**src/rtl/ctp_pkg.sv**
```systemverilog
// Purpose: Constants for the cascaded timer, event counter and PWM unit
// Assumes: AXI4-Lite slave, byte address is four times the index
// Notes:   Registers hold 8 bits in byte lane 0, upper bits read zero
package ctp_pkg;

  // ----------------------------------------------------------------
  // Register indices and byte addresses
  // ----------------------------------------------------------------
  localparam logic [7:0] IDX_CTRL = 8'h20; // Run and cascade bits
  localparam logic [7:0] IDX_MODE = 8'h21; // Upper half mode
  localparam logic [7:0] IDX_CMPL = 8'h22; // Compare low byte
  localparam logic [7:0] IDX_CMPH = 8'h23; // Compare high byte
  localparam logic [7:0] IDX_SYS  = 8'h24; // Prescale select
  localparam logic [7:0] IDX_CNTL = 8'h25; // Counter low, read only
  localparam logic [7:0] IDX_CNTH = 8'h26; // Counter high, read only
  localparam logic [7:0] IDX_PWML = 8'h28; // PWM low register
  localparam logic [7:0] IDX_PWMH = 8'h29; // PWM high register
  localparam logic [7:0] A_CTRL = IDX_CTRL * 8'h04;
  localparam logic [7:0] A_MODE = IDX_MODE * 8'h04;
  localparam logic [7:0] A_CMPL = IDX_CMPL * 8'h04;
  localparam logic [7:0] A_CMPH = IDX_CMPH * 8'h04;
  localparam logic [7:0] A_SYS  = IDX_SYS * 8'h04;
  localparam logic [7:0] A_CNTL = IDX_CNTL * 8'h04;
  localparam logic [7:0] A_CNTH = IDX_CNTH * 8'h04;
  localparam logic [7:0] A_PWML = IDX_PWML * 8'h04;
  localparam logic [7:0] A_PWMH = IDX_PWMH * 8'h04;

  // ----------------------------------------------------------------
  // Field positions, codes and reset values
  // ----------------------------------------------------------------
  localparam int RUN_LO = 0; // Control: lower run bit
  localparam int RUN_HI = 1; // Control: upper run bit
  localparam int CASC   = 2; // Control: cascade_enable
  localparam int M_DIV  = 0; // Mode: clk_div_sel, 3 bits
  localparam int M_EXT  = 3; // Mode: hi_ext_input_sel
  localparam int M_OP   = 4; // Mode: hi_op_mode, 2 bits
  localparam int M_DBUF = 6; // Mode: dbuf_enable
  localparam int M_INIT = 7; // Mode: PWM pin idle level
  localparam int S_SLOW = 0; // System: slow_prescale_sel
  localparam logic [1:0] OP_PWM = 2'b10; // 12-bit PWM
  localparam logic [1:0] RSP_OK  = 2'b00;
  localparam logic [1:0] RSP_ERR = 2'b10;
  localparam logic [7:0] PWM_RST = 8'hff;
  localparam logic [7:0] REG_RST = 8'h00;
  localparam logic [3:0] GRP_END = 4'hf; // Last cycle of 16

  // Write channel states
  typedef enum logic [1:0] {
    WS_IDLE = 2'b01,
    WS_RESP = 2'b10
  } ctp_wst_type;

endpackage

```
**src/rtl/ctp_timer.sv**
```systemverilog
// Purpose: Cascaded 16-bit timer, event counter and 12-bit PWM
// Assumes: aclk is the gear clock, subclock and event pin are async
// Notes:   Registers reached over AXI4-Lite, one access at a time
`timescale 1ns/1ps
module ctp_timer (
  input  wire logic        aclk,               // Gear clock
  input  wire logic        aresetn,            // Sync reset, low
  input  wire logic [7:0]  awaddr,             // Write address
  input  wire logic        awvalid,            // Write addr valid
  output logic             awready,            // Write addr ready
  input  wire logic [31:0] wdata,              // Write data
  input  wire logic [3:0]  wstrb,              // Byte strobes
  input  wire logic        wvalid,             // Write data valid
  output logic             wready,             // Write data ready
  output logic [1:0]       bresp,              // Write response
  output logic             bvalid,             // Response valid
  input  wire logic        bready,             // Response ready
  input  wire logic [7:0]  araddr,             // Read address
  input  wire logic        arvalid,            // Read addr valid
  output logic             arready,            // Read addr ready
  output logic [31:0]      rdata,              // Read data
  output logic [1:0]       rresp,              // Read response
  output logic             rvalid,             // Read data valid
  input  wire logic        rready,             // Read data ready
  input  wire logic        event_input_pin,    // External count pin
  input  wire logic        low_speed_subclock, // Slow clock, async
  output logic             pwm_output_pin,     // PWM waveform
  output logic             match_irq,          // Match pulse
  output logic             ovf_irq             // Overflow pulse
);
  import ctp_pkg::*;

  // ----------------------------------------------------------------
  // Declarations
  // ----------------------------------------------------------------
  ctp_wst_type  wst_ff;           // Write channel state
  logic         aw_have_ff;       // Address held
  logic         w_have_ff;        // Data held
  logic [7:0]   aw_addr_ff;       // Held address
  logic [7:0]   w_data_ff;        // Held low byte
  logic         w_lane_ff;        // Lane 0 strobe held
  logic [7:0]   ctrl_ff;          // timer_pair_ctrl
  logic [7:0]   mode_ff;          // hi_mode_reg
  logic [7:0]   sys_ff;           // system_ctrl1
  logic [7:0]   cmp_lo_ff;        // Staged low compare byte
  logic [15:0]  cmp_buf_ff;       // Compare double buffer
  logic [15:0]  cmp_act_ff;       // Effective compare value
  logic [7:0]   pwm_lo_ff;        // Staged PWM low byte
  logic [15:0]  pwm_buf_ff;       // PWM double buffer
  logic [11:0]  pwm_act_ff;       // Effective PWM value
  logic [15:0]  cnt_ff;           // Up counter
  logic [3:0]   cyc_ff;           // Cycle within 16-cycle group
  logic [10:0]  pre_ff;           // Gear clock prescaler
  logic [3:0]   sub_cnt_ff;       // Subclock divider
  logic [2:0]   ev_sync_ff;       // Event pin sync chain
  logic [2:0]   sub_sync_ff;      // Subclock sync chain
  logic         wr_go, wr_en, wr_map, rd_map, wr_hit;
  logic         running, tmr_mode, pwm_mode, src_tick, int_tick;
  logic         ev_fall, sub_rise, tmr_hit, grp_end, init_lvl;
  logic [15:0]  cnt_inc;          // Counter plus one
  logic [8:0]   cnt8_inc;         // Low byte plus one
  logic [8:0]   pwm_thr;          // Duty plus extra pulse
  logic [7:0]   rd_byte;          // Read mux result

  // Extra pulse in cycle cyc+1 of the group
  // extra pulse cycles
  function automatic logic pulse_add(input logic [3:0] ad,
                                     input logic [3:0] cyc);
    logic [4:0] c;
    c = {1'b0, cyc} + 5'd1;
    pulse_add = (!c[0] && ad[3]) || (c[1:0] == 2'b11 && ad[2]) ||
                (c[2:0] == 3'b101 && ad[1]) || (c == 5'd9 && ad[0]);
  endfunction

  // ----------------------------------------------------------------
  // Mode decode and source clock
  // ----------------------------------------------------------------
  // lower half ignored
  assign running  = ctrl_ff[RUN_HI] && ctrl_ff[CASC];
  assign tmr_mode = !mode_ff[M_OP+1];
  assign pwm_mode = mode_ff[M_OP+1 -: 2] == OP_PWM;
  assign init_lvl = mode_ff[M_INIT];
  assign ev_fall  = ev_sync_ff[2] && !ev_sync_ff[1];
  assign sub_rise = sub_sync_ff[1] && !sub_sync_ff[2];

  // Divider taps; subclock taps only on codes 000 and 001
  // source clock select
  always_comb begin
    case (mode_ff[M_DIV +: 3])
      3'b000: int_tick = sys_ff[S_SLOW] ? sub_rise && &sub_cnt_ff
                                        : &pre_ff;
      3'b001: int_tick = sys_ff[S_SLOW] ? sub_rise && &sub_cnt_ff[2:0]
                                        : &pre_ff[9:0];
      3'b010: int_tick = &pre_ff[7:0];
      3'b011: int_tick = &pre_ff[5:0];
      3'b100: int_tick = &pre_ff[3:0];
      3'b101: int_tick = &pre_ff[1:0];
      3'b110: int_tick = pre_ff[0];
      default: int_tick = 1'b1;
    endcase
  end

  assign src_tick = mode_ff[M_EXT] ? ev_fall : int_tick;
  assign cnt_inc  = cnt_ff + 16'h0001;
  assign cnt8_inc = {1'b0, cnt_ff[7:0]} + 9'h001;
  assign pwm_thr  = {1'b0, pwm_act_ff[11:4]} +
                    {8'h00, pulse_add(pwm_act_ff[3:0], cyc_ff)};
  assign tmr_hit  = running && tmr_mode && src_tick &&
                    cnt_inc == cmp_act_ff;
  assign grp_end  = running && pwm_mode && src_tick &&
                    cnt_ff[7:0] == 8'hff && cyc_ff == GRP_END;

  // Synchronisers; first stage feeds only the second
  always_ff @(posedge aclk) begin
    if (!aresetn) begin
      ev_sync_ff  <= 3'b111;
      sub_sync_ff <= 3'b000;
    end else begin
      ev_sync_ff  <= {ev_sync_ff[1:0], event_input_pin};
      sub_sync_ff <= {sub_sync_ff[1:0], low_speed_subclock};
    end
  end

  // Prescalers run freely so tick phase is arbitrary at start
  always_ff @(posedge aclk) begin
    if (!aresetn) begin
      pre_ff     <= 11'h000;
      sub_cnt_ff <= 4'h0;
    end else begin
      pre_ff <= pre_ff + 11'h001;
      if (sub_rise)
        sub_cnt_ff <= sub_cnt_ff + 4'h1;
    end
  end

  // ----------------------------------------------------------------
  // Counter, PWM pin and interrupt pulses
  // ----------------------------------------------------------------
  always_ff @(posedge aclk) begin
    if (!aresetn) begin
      cnt_ff         <= 16'h0000;
      cyc_ff         <= 4'h0;
      match_irq      <= 1'b0;
      ovf_irq        <= 1'b0;
      pwm_output_pin <= 1'b0;
    end else begin
      match_irq <= 1'b0;
      ovf_irq   <= 1'b0;
      if (!running) begin
        cnt_ff         <= 16'h0000;
        cyc_ff         <= 4'h0;
        pwm_output_pin <= init_lvl;
      end else if (src_tick && pwm_mode) begin
        if (cnt_ff[7:0] == 8'hff) begin
          cnt_ff         <= 16'h0000;
          ovf_irq        <= 1'b1;
          cyc_ff         <= cyc_ff + 4'h1;
          pwm_output_pin <= (pwm_thr == 9'h000) ? !init_lvl : init_lvl;
          match_irq      <= cyc_ff == GRP_END;
        end else begin
          cnt_ff <= {8'h00, cnt8_inc[7:0]};
          if (cnt8_inc == pwm_thr)
            pwm_output_pin <= !init_lvl;
        end
      end else if (src_tick && tmr_mode) begin
        if (tmr_hit) begin
          cnt_ff    <= 16'h0000;
          match_irq <= 1'b1;
        end else begin
          cnt_ff <= cnt_inc;
        end
      end
    end
  end

  // ----------------------------------------------------------------
  // Register writes
  // ----------------------------------------------------------------
  assign wr_go = aw_have_ff && w_have_ff && wst_ff == WS_IDLE;
  assign wr_en = wr_go && w_lane_ff;
  assign wr_hit = wr_en && aw_addr_ff == A_CMPH;

  // Control and system registers
  always_ff @(posedge aclk) begin
    if (!aresetn) begin
      ctrl_ff <= REG_RST;
      sys_ff  <= REG_RST;
    end else if (wr_en) begin
      if (aw_addr_ff == A_CTRL)
        ctrl_ff <= w_data_ff;
      if (aw_addr_ff == A_SYS)
        sys_ff <= w_data_ff;
    end
  end

  // Mode locked while either half runs, avoids glitching the count
  // mode write lockout
  always_ff @(posedge aclk) begin
    if (!aresetn)
      mode_ff <= REG_RST;
    else if (wr_en && aw_addr_ff == A_MODE &&
             !ctrl_ff[RUN_HI] && !ctrl_ff[RUN_LO])
      mode_ff <= w_data_ff;
  end

  // Compare pair, high write commits both bytes
  always_ff @(posedge aclk) begin
    if (!aresetn) begin
      cmp_lo_ff  <= REG_RST;
      cmp_buf_ff <= 16'h0000;
      cmp_act_ff <= 16'h0000;
    end else begin
      if (wr_en && aw_addr_ff == A_CMPL)
        cmp_lo_ff <= w_data_ff;
      if (wr_hit)
        cmp_buf_ff <= {w_data_ff, cmp_lo_ff};
      if (wr_hit && (!mode_ff[M_DBUF] || !running))
        cmp_act_ff <= {w_data_ff, cmp_lo_ff};
      else if (tmr_hit && mode_ff[M_DBUF])
        cmp_act_ff <= cmp_buf_ff;
    end
  end

  // PWM pair, reset to all ones
  always_ff @(posedge aclk) begin
    if (!aresetn) begin
      pwm_lo_ff  <= PWM_RST;
      pwm_buf_ff <= {PWM_RST, PWM_RST};
      pwm_act_ff <= {PWM_RST[3:0], PWM_RST};
    end else begin
      if (wr_en && aw_addr_ff == A_PWML)
        pwm_lo_ff <= w_data_ff;
      if (wr_en && aw_addr_ff == A_PWMH) begin
        pwm_buf_ff <= {w_data_ff, pwm_lo_ff};
        if (!mode_ff[M_DBUF] || !running)
          pwm_act_ff <= {w_data_ff[3:0], pwm_lo_ff};
      end else if (grp_end && mode_ff[M_DBUF]) begin
        pwm_act_ff <= pwm_buf_ff[11:0];
      end
    end
  end

  // ----------------------------------------------------------------
  // AXI4-Lite write channels
  // ----------------------------------------------------------------
  always_comb begin
    case (aw_addr_ff)
      A_CTRL, A_MODE, A_CMPL, A_CMPH, A_SYS,
      A_CNTL, A_CNTH, A_PWML, A_PWMH: wr_map = 1'b1;
      default:                        wr_map = 1'b0;
    endcase
  end

  // Address and data captured in either order
  always_ff @(posedge aclk) begin
    if (!aresetn) begin
      aw_have_ff <= 1'b0;
      w_have_ff  <= 1'b0;
      awready    <= 1'b0;
      wready     <= 1'b0;
      aw_addr_ff <= 8'h00;
      w_data_ff  <= 8'h00;
      w_lane_ff  <= 1'b0;
    end else begin
      if (awvalid && awready) begin
        aw_have_ff <= 1'b1;
        aw_addr_ff <= awaddr;
        awready    <= 1'b0;
      end else if (wr_go) begin
        aw_have_ff <= 1'b0;
      end else begin
        awready <= !aw_have_ff && wst_ff == WS_IDLE;
      end
      if (wvalid && wready) begin
        w_have_ff <= 1'b1;
        w_data_ff <= wdata[7:0];
        w_lane_ff <= wstrb[0];
        wready    <= 1'b0;
      end else if (wr_go) begin
        w_have_ff <= 1'b0;
      end else begin
        wready <= !w_have_ff && wst_ff == WS_IDLE;
      end
    end
  end

  // Response state machine
  always_ff @(posedge aclk) begin
    if (!aresetn) begin
      wst_ff <= WS_IDLE;
      bvalid <= 1'b0;
      bresp  <= RSP_OK;
    end else begin
      case (wst_ff)
        WS_IDLE: if (wr_go) begin
          wst_ff <= WS_RESP;
          bvalid <= 1'b1;
          bresp  <= wr_map ? RSP_OK : RSP_ERR;
        end
        WS_RESP: if (bready) begin
          wst_ff <= WS_IDLE;
          bvalid <= 1'b0;
        end
        default: wst_ff <= WS_IDLE;
      endcase
    end
  end

  // ----------------------------------------------------------------
  // AXI4-Lite read channels
  // ----------------------------------------------------------------
  // Pair reads return the last pair committed by a high write, not the effective one
  always_comb begin
    rd_map = 1'b1;
    case (araddr)
      A_CTRL:  rd_byte = ctrl_ff;
      A_MODE:  rd_byte = mode_ff;
      A_CMPL:  rd_byte = cmp_buf_ff[7:0];
      A_CMPH:  rd_byte = cmp_buf_ff[15:8];
      A_SYS:   rd_byte = sys_ff;
      A_CNTL:  rd_byte = cnt_ff[7:0];
      A_CNTH:  rd_byte = cnt_ff[15:8];
      A_PWML:  rd_byte = pwm_buf_ff[7:0];
      A_PWMH:  rd_byte = pwm_buf_ff[15:8];
      default: begin
        rd_byte = 8'h00;
        rd_map  = 1'b0;
      end
    endcase
  end

  always_ff @(posedge aclk) begin
    if (!aresetn) begin
      arready <= 1'b0;
      rvalid  <= 1'b0;
      rdata   <= 32'h00000000;
      rresp   <= RSP_OK;
    end else if (arvalid && arready) begin
      arready <= 1'b0;
      rvalid  <= 1'b1;
      rdata   <= {24'h000000, rd_byte};
      rresp   <= rd_map ? RSP_OK : RSP_ERR;
    end else if (rvalid && rready) begin
      rvalid  <= 1'b0;
      arready <= 1'b1;
    end else begin
      arready <= !rvalid;
    end
  end

  // ----------------------------------------------------------------
  // Assertions
  // ----------------------------------------------------------------
  a_match_clears: assert property (
    @(posedge aclk) disable iff (!aresetn)
    tmr_hit |=> match_irq && cnt_ff == 16'h0000)
    else $error("timer match did not clear counter");
  a_stop_clears: assert property (
    @(posedge aclk) disable iff (!aresetn)
    !running |=> cnt_ff == 16'h0000 && !match_irq && !ovf_irq)
    else $error("stopped counter not cleared");
  a_mode_locked: assert property (
    @(posedge aclk) disable iff (!aresetn)
    ctrl_ff[RUN_HI] |=> $stable(mode_ff))
    else $error("mode changed while running");
  a_ovf_wrap: assert property (
    @(posedge aclk) disable iff (!aresetn)
    ovf_irq |-> cnt_ff == 16'h0000 && $past(cnt_ff[7:0]) == 8'hff)
    else $error("overflow not at 256 counts");
  a_group_match: assert property (
    @(posedge aclk) disable iff (!aresetn)
    pwm_mode && ovf_irq |-> match_irq == (cyc_ff == 4'h0))
    else $error("group match not on sixteenth overflow");
  a_event_step: assert property (
    @(posedge aclk) disable iff (!aresetn)
    running && tmr_mode && mode_ff[M_EXT] && !ev_fall
    |=> $stable(cnt_ff))
    else $error("event counter moved without edge");
  a_dbuf_hold: assert property (
    @(posedge aclk) disable iff (!aresetn)
    running && mode_ff[M_DBUF] && !tmr_hit |=> $stable(cmp_act_ff))
    else $error("buffered compare loaded before match");
  a_lo_staged: assert property (
    @(posedge aclk) disable iff (!aresetn)
    !wr_hit |=> $stable(cmp_buf_ff))
    else $error("compare buffer changed without high write");
  a_div_full: assert property (
    @(posedge aclk) disable iff (!aresetn)
    running && tmr_mode && !mode_ff[M_EXT] && !tmr_hit &&
    mode_ff[M_DIV +: 3] == 3'b111 |=> cnt_ff == $past(cnt_ff) + 16'h0001)
    else $error("undivided source clock missing ticks");

endmodule

```
**config.mk**
```make
export PLATFORM = sky130hd
export DESIGN_NAME = ctp_timer
export DESIGN_NICKNAME = d
export VERILOG_FILES = /design/src/rtl/ctp_pkg.sv /design/src/rtl/ctp_timer.sv
export SDC_FILE = /design/constraint.sdc
export NUM_CORES = 1
export LEC_CHECK = 0
export BUFFER_PORTS_ARGS = -buffer_cell sky130_fd_sc_hd__buf_2
export CAP_MARGIN = 20
export CORE_ASPECT_RATIO = 1.75
export CORE_MARGIN = 3
export CORE_UTILIZATION = 53
export CTS_CLUSTER_SIZE = 12
export DETAILED_ROUTE_END_ITERATION = 8
export GPL_TIMING_DRIVEN = 0
export PLACE_DENSITY = 0.76
export SYNTH_ARGS = -nofsm -noshare
export SYNTH_HDL_FRONTEND = slang
export SYNTH_SLANG_ARGS = --single-unit
export TNS_END_PERCENT = 100
```
**constraint.sdc**
```tcl
create_clock -name aclk -period 3.2 [get_ports aclk]
set_input_delay 0.64 -clock aclk [delete_from_list [all_inputs] [get_ports aclk]]
set_output_delay 0.64 -clock aclk [all_outputs]
set_load 0.02 [all_outputs]
```
==> impl_metrics.env <==
export IMPL_tritoncts="yes"
export IMPL_rows=62
export IMPL_die_w_microns=104
export IMPL_p_leak_uw=0.00405
export IMPL_numPlacedInstances=1382
export IMPL_async_flop_share_pct=0
export IMPL_crit_chain="buf_6, nand4_1, or4_4, xnor2_1, a211o_1, nand4b_1, buf_4, nor3_1, nor3_1"
export IMPL_dr_first_iter_drc_count=548
export IMPL_hpwl_microns=19300
export IMPL_ys_warn_count=0
export IMPL_core_area_sq_um=16400
export IMPL_drive_above_1_share_pct=16.8
export IMPL_powerDensity_nw_per_um2=443
export IMPL_ys_top_cells_by_area="dfxtp_1, nand2_1, mux2i_1"
export IMPL_syn_cell_area_sq_um=8940
export IMPL_stdcell_count=1432
export IMPL_io_buffers=50
export IMPL_min_delay_path_depth=2
export IMPL_slew_viol_final=0
export IMPL_ys_seq_elements=180
export IMPL_max_freq_mhz=313
export IMPL_hold_violations=0
export IMPL_detailed_place_area_sq_um=9570
export IMPL_finalCritPeriodShare_pct=99.8
export IMPL_syn_to_final_growth_pct=17.6
export IMPL_crit_slowest_cell="nor3_1"
export IMPL_grt_usage_pct=27.2
export IMPL_num_vias=8298
export IMPL_drtPass1Iterations=6
export IMPL_worst_slew_pin_transition_ps=1120
export IMPL_start_util_pct=54.3
export IMPL_routedWlPerCell_microns=18.1
export IMPL_mostFrequentLayoutCell="dfxtp_1"
export IMPL_yosysTopAreaCell="dfxtp_1"
export IMPL_dieArea_sq_um=18500
export IMPL_yosys_most_used_dff="dfxtp_1"
export IMPL_min_path_type="input port to register"
export IMPL_place_congestion=0.997
export IMPL_multi_input_area_sq_um=5040
export IMPL_fin_crit_ps=3190
export IMPL_drv_cap=0
export IMPL_diodes=0
export IMPL_crit_arrival_ps=3480
export IMPL_finClkSkew_ps=10.2
export IMPL_setup_violations=0
export IMPL_clk_latency_ps=440
export IMPL_seq_area_frac_synth_pct=40.3
export IMPL_grt_pass1_vias=7780
export IMPL_fillers=1405
export IMPL_end_kind="register"
export IMPL_ctsHtreeMaxLevel=4
export IMPL_netlist_cell_type_count=63
export IMPL_drcViolationCount=0
export IMPL_cp_common_cell="nor3_1"
export IMPL_cp_start_kind="register"
export IMPL_grt_start_max_net_pins=18
export IMPL_crit_family="simple AND/OR/NAND/NOR gates"
export IMPL_cp_required_ps=3480
export IMPL_crit_fanout=7
export IMPL_postLayoutCoreUtil_pct=63.9
export IMPL_peakVddDrop_uv=384
export IMPL_run_status="complete, no violations"
export IMPL_rsz0062_at_grt="yes"
export IMPL_die_y_microns=178
export IMPL_synth_top_area_share_pct=40.3
export IMPL_slew_headroom_pct=25.0
export IMPL_antenna_found_initial=0
export IMPL_slowest_delay_ps=680
export IMPL_nets=1265
export IMPL_rrSetupSlack_ps=8
export IMPL_critPathBufInv=2
export IMPL_avgSynthCellArea_sq_um=8.25
export IMPL_fin_area_sq_um=10500
export IMPL_cts_root_buf="clkbuf_16"
export IMPL_cts_buffers_inserted=17
export IMPL_boundaryPins=105
export IMPL_path_depth=9
export IMPL_numClockSinks=180
export IMPL_ant_nets=0
export IMPL_drt_total_wl_microns=25900
export IMPL_clk_path_buf_depth=2
export IMPL_grt_overflow=0
export IMPL_synthCells=1083
export IMPL_final_cell_mix="dfxtp_1, nand2_1, nor2_1, a21oi_1, buf_2"
export IMPL_critPathKind="register to register"
export IMPL_reg2reg_depth=9
export IMPL_seq_area_sq_um=3610
export IMPL_vias_per_cell=5.79
export IMPL_grt_pass1_wl_microns=39700
export IMPL_synth_edf_count=0
export IMPL_clkTransAtPathRegs_ps=70
metrics by stage:
step	setup slack, ps	total power, uW	hold slack (ps)	TNS [ps]
floorplan	102	2490	386	0
global placement	-272	2560	388	-9830
detailed placement	-298	2560	392	-9700
CTS	11.7	4660	373	0
global route	-82.5	4780	390	-150
finish	7.51	4660	380	0
synthesized netlist by cell type, drive strengths merged (6+ instances only):
cell    instances
ha              9
a31oi          18
nand4          20
nor3           45
a211oi          6
o21ai          35
and3           16
nor4           22
buf            44
nor2b           6
nand3          48
nor2          105
xor2           17
dfxtp         180
a21oi          62
nand2b         22
mux2i          52
mux2           12
xnor2          32
nand2         153
clkbuf         50
inv            14
and2            8
a22oi          38
nand3b          9
logic make-up after synthesis:
kind of cell	Yosys count	synth area share, %
AND/OR/NAND/NOR	487	27.1
other	1	0.0420
AO/OA/AOI/OAI	185	12.9
XOR/XNOR	49	4.80
flip-flops	180	40.3
multiplexers	64	7.34
adder cells (fa/ha/maj)	9	1.26
buffers and inverters	108	6.27
path summary, 6_finish.rpt:
path | start | endpoint
max reg2reg | cnt_ff[0] | cnt_ff[2]
min reg2reg | ev_sync_ff[0] | ev_sync_ff[1]
max | cnt_ff[0] | cnt_ff[2]
min | event_input_pin | ev_sync_ff[0]
final cells by class:
type                            count  share of cell area, %
Inverter                           14                  0.500
Clock inverter                     14                   1.54
Multi-Input combinational cell    820                   48.0
Timing Repair Buffer               71                   3.86
Buffer                             91                   4.92
Clock buffer                       18                   4.18
Tap cell                          224                   2.67
Sequential cell                   180                   34.3
power by group:
part | leakage, uW | switching [uW] | total (uW) | internal, uW
sequential | 0.00146 | 16.3 | 2280 | 2260
clock | 0.000296 | 950 | 2150 | 1200
combinational | 0.00229 | 156 | 234 | 78.8
total | 0.00405 | 1120 | 4660 | 3540
state kept, by name, summed over array words and instances, names as in the netlist, 11 cells and up:
name	count
cmp_act_ff	16
cmp_buf_ff	16
cnt_ff	16
pre_ff	11
pwm_act_ff	12
pwm_buf_ff	16
per-layer routing:
layer  wire, microns  vias up  track usage, %
met2           13200      346            49.0
li1                -     3999               -
met1            9500     3844            28.2
met5               0        -               0
met4            1920        0            20.9
met3            1310      109            4.33
timing repair:
action | 4_1_cts | 5_1_grt
endpoints found under the hold margin | 0 | 0
buffers inserted | 6 | 14
resized for setup | 13 | 35
endpoints found under the setup margin | 43 | 44
gates cloned | 0 | 0
hold buffers | 0 | 0
pin swaps | 3 | 13
No activity file was read; power rests on OpenSTA's default activity.
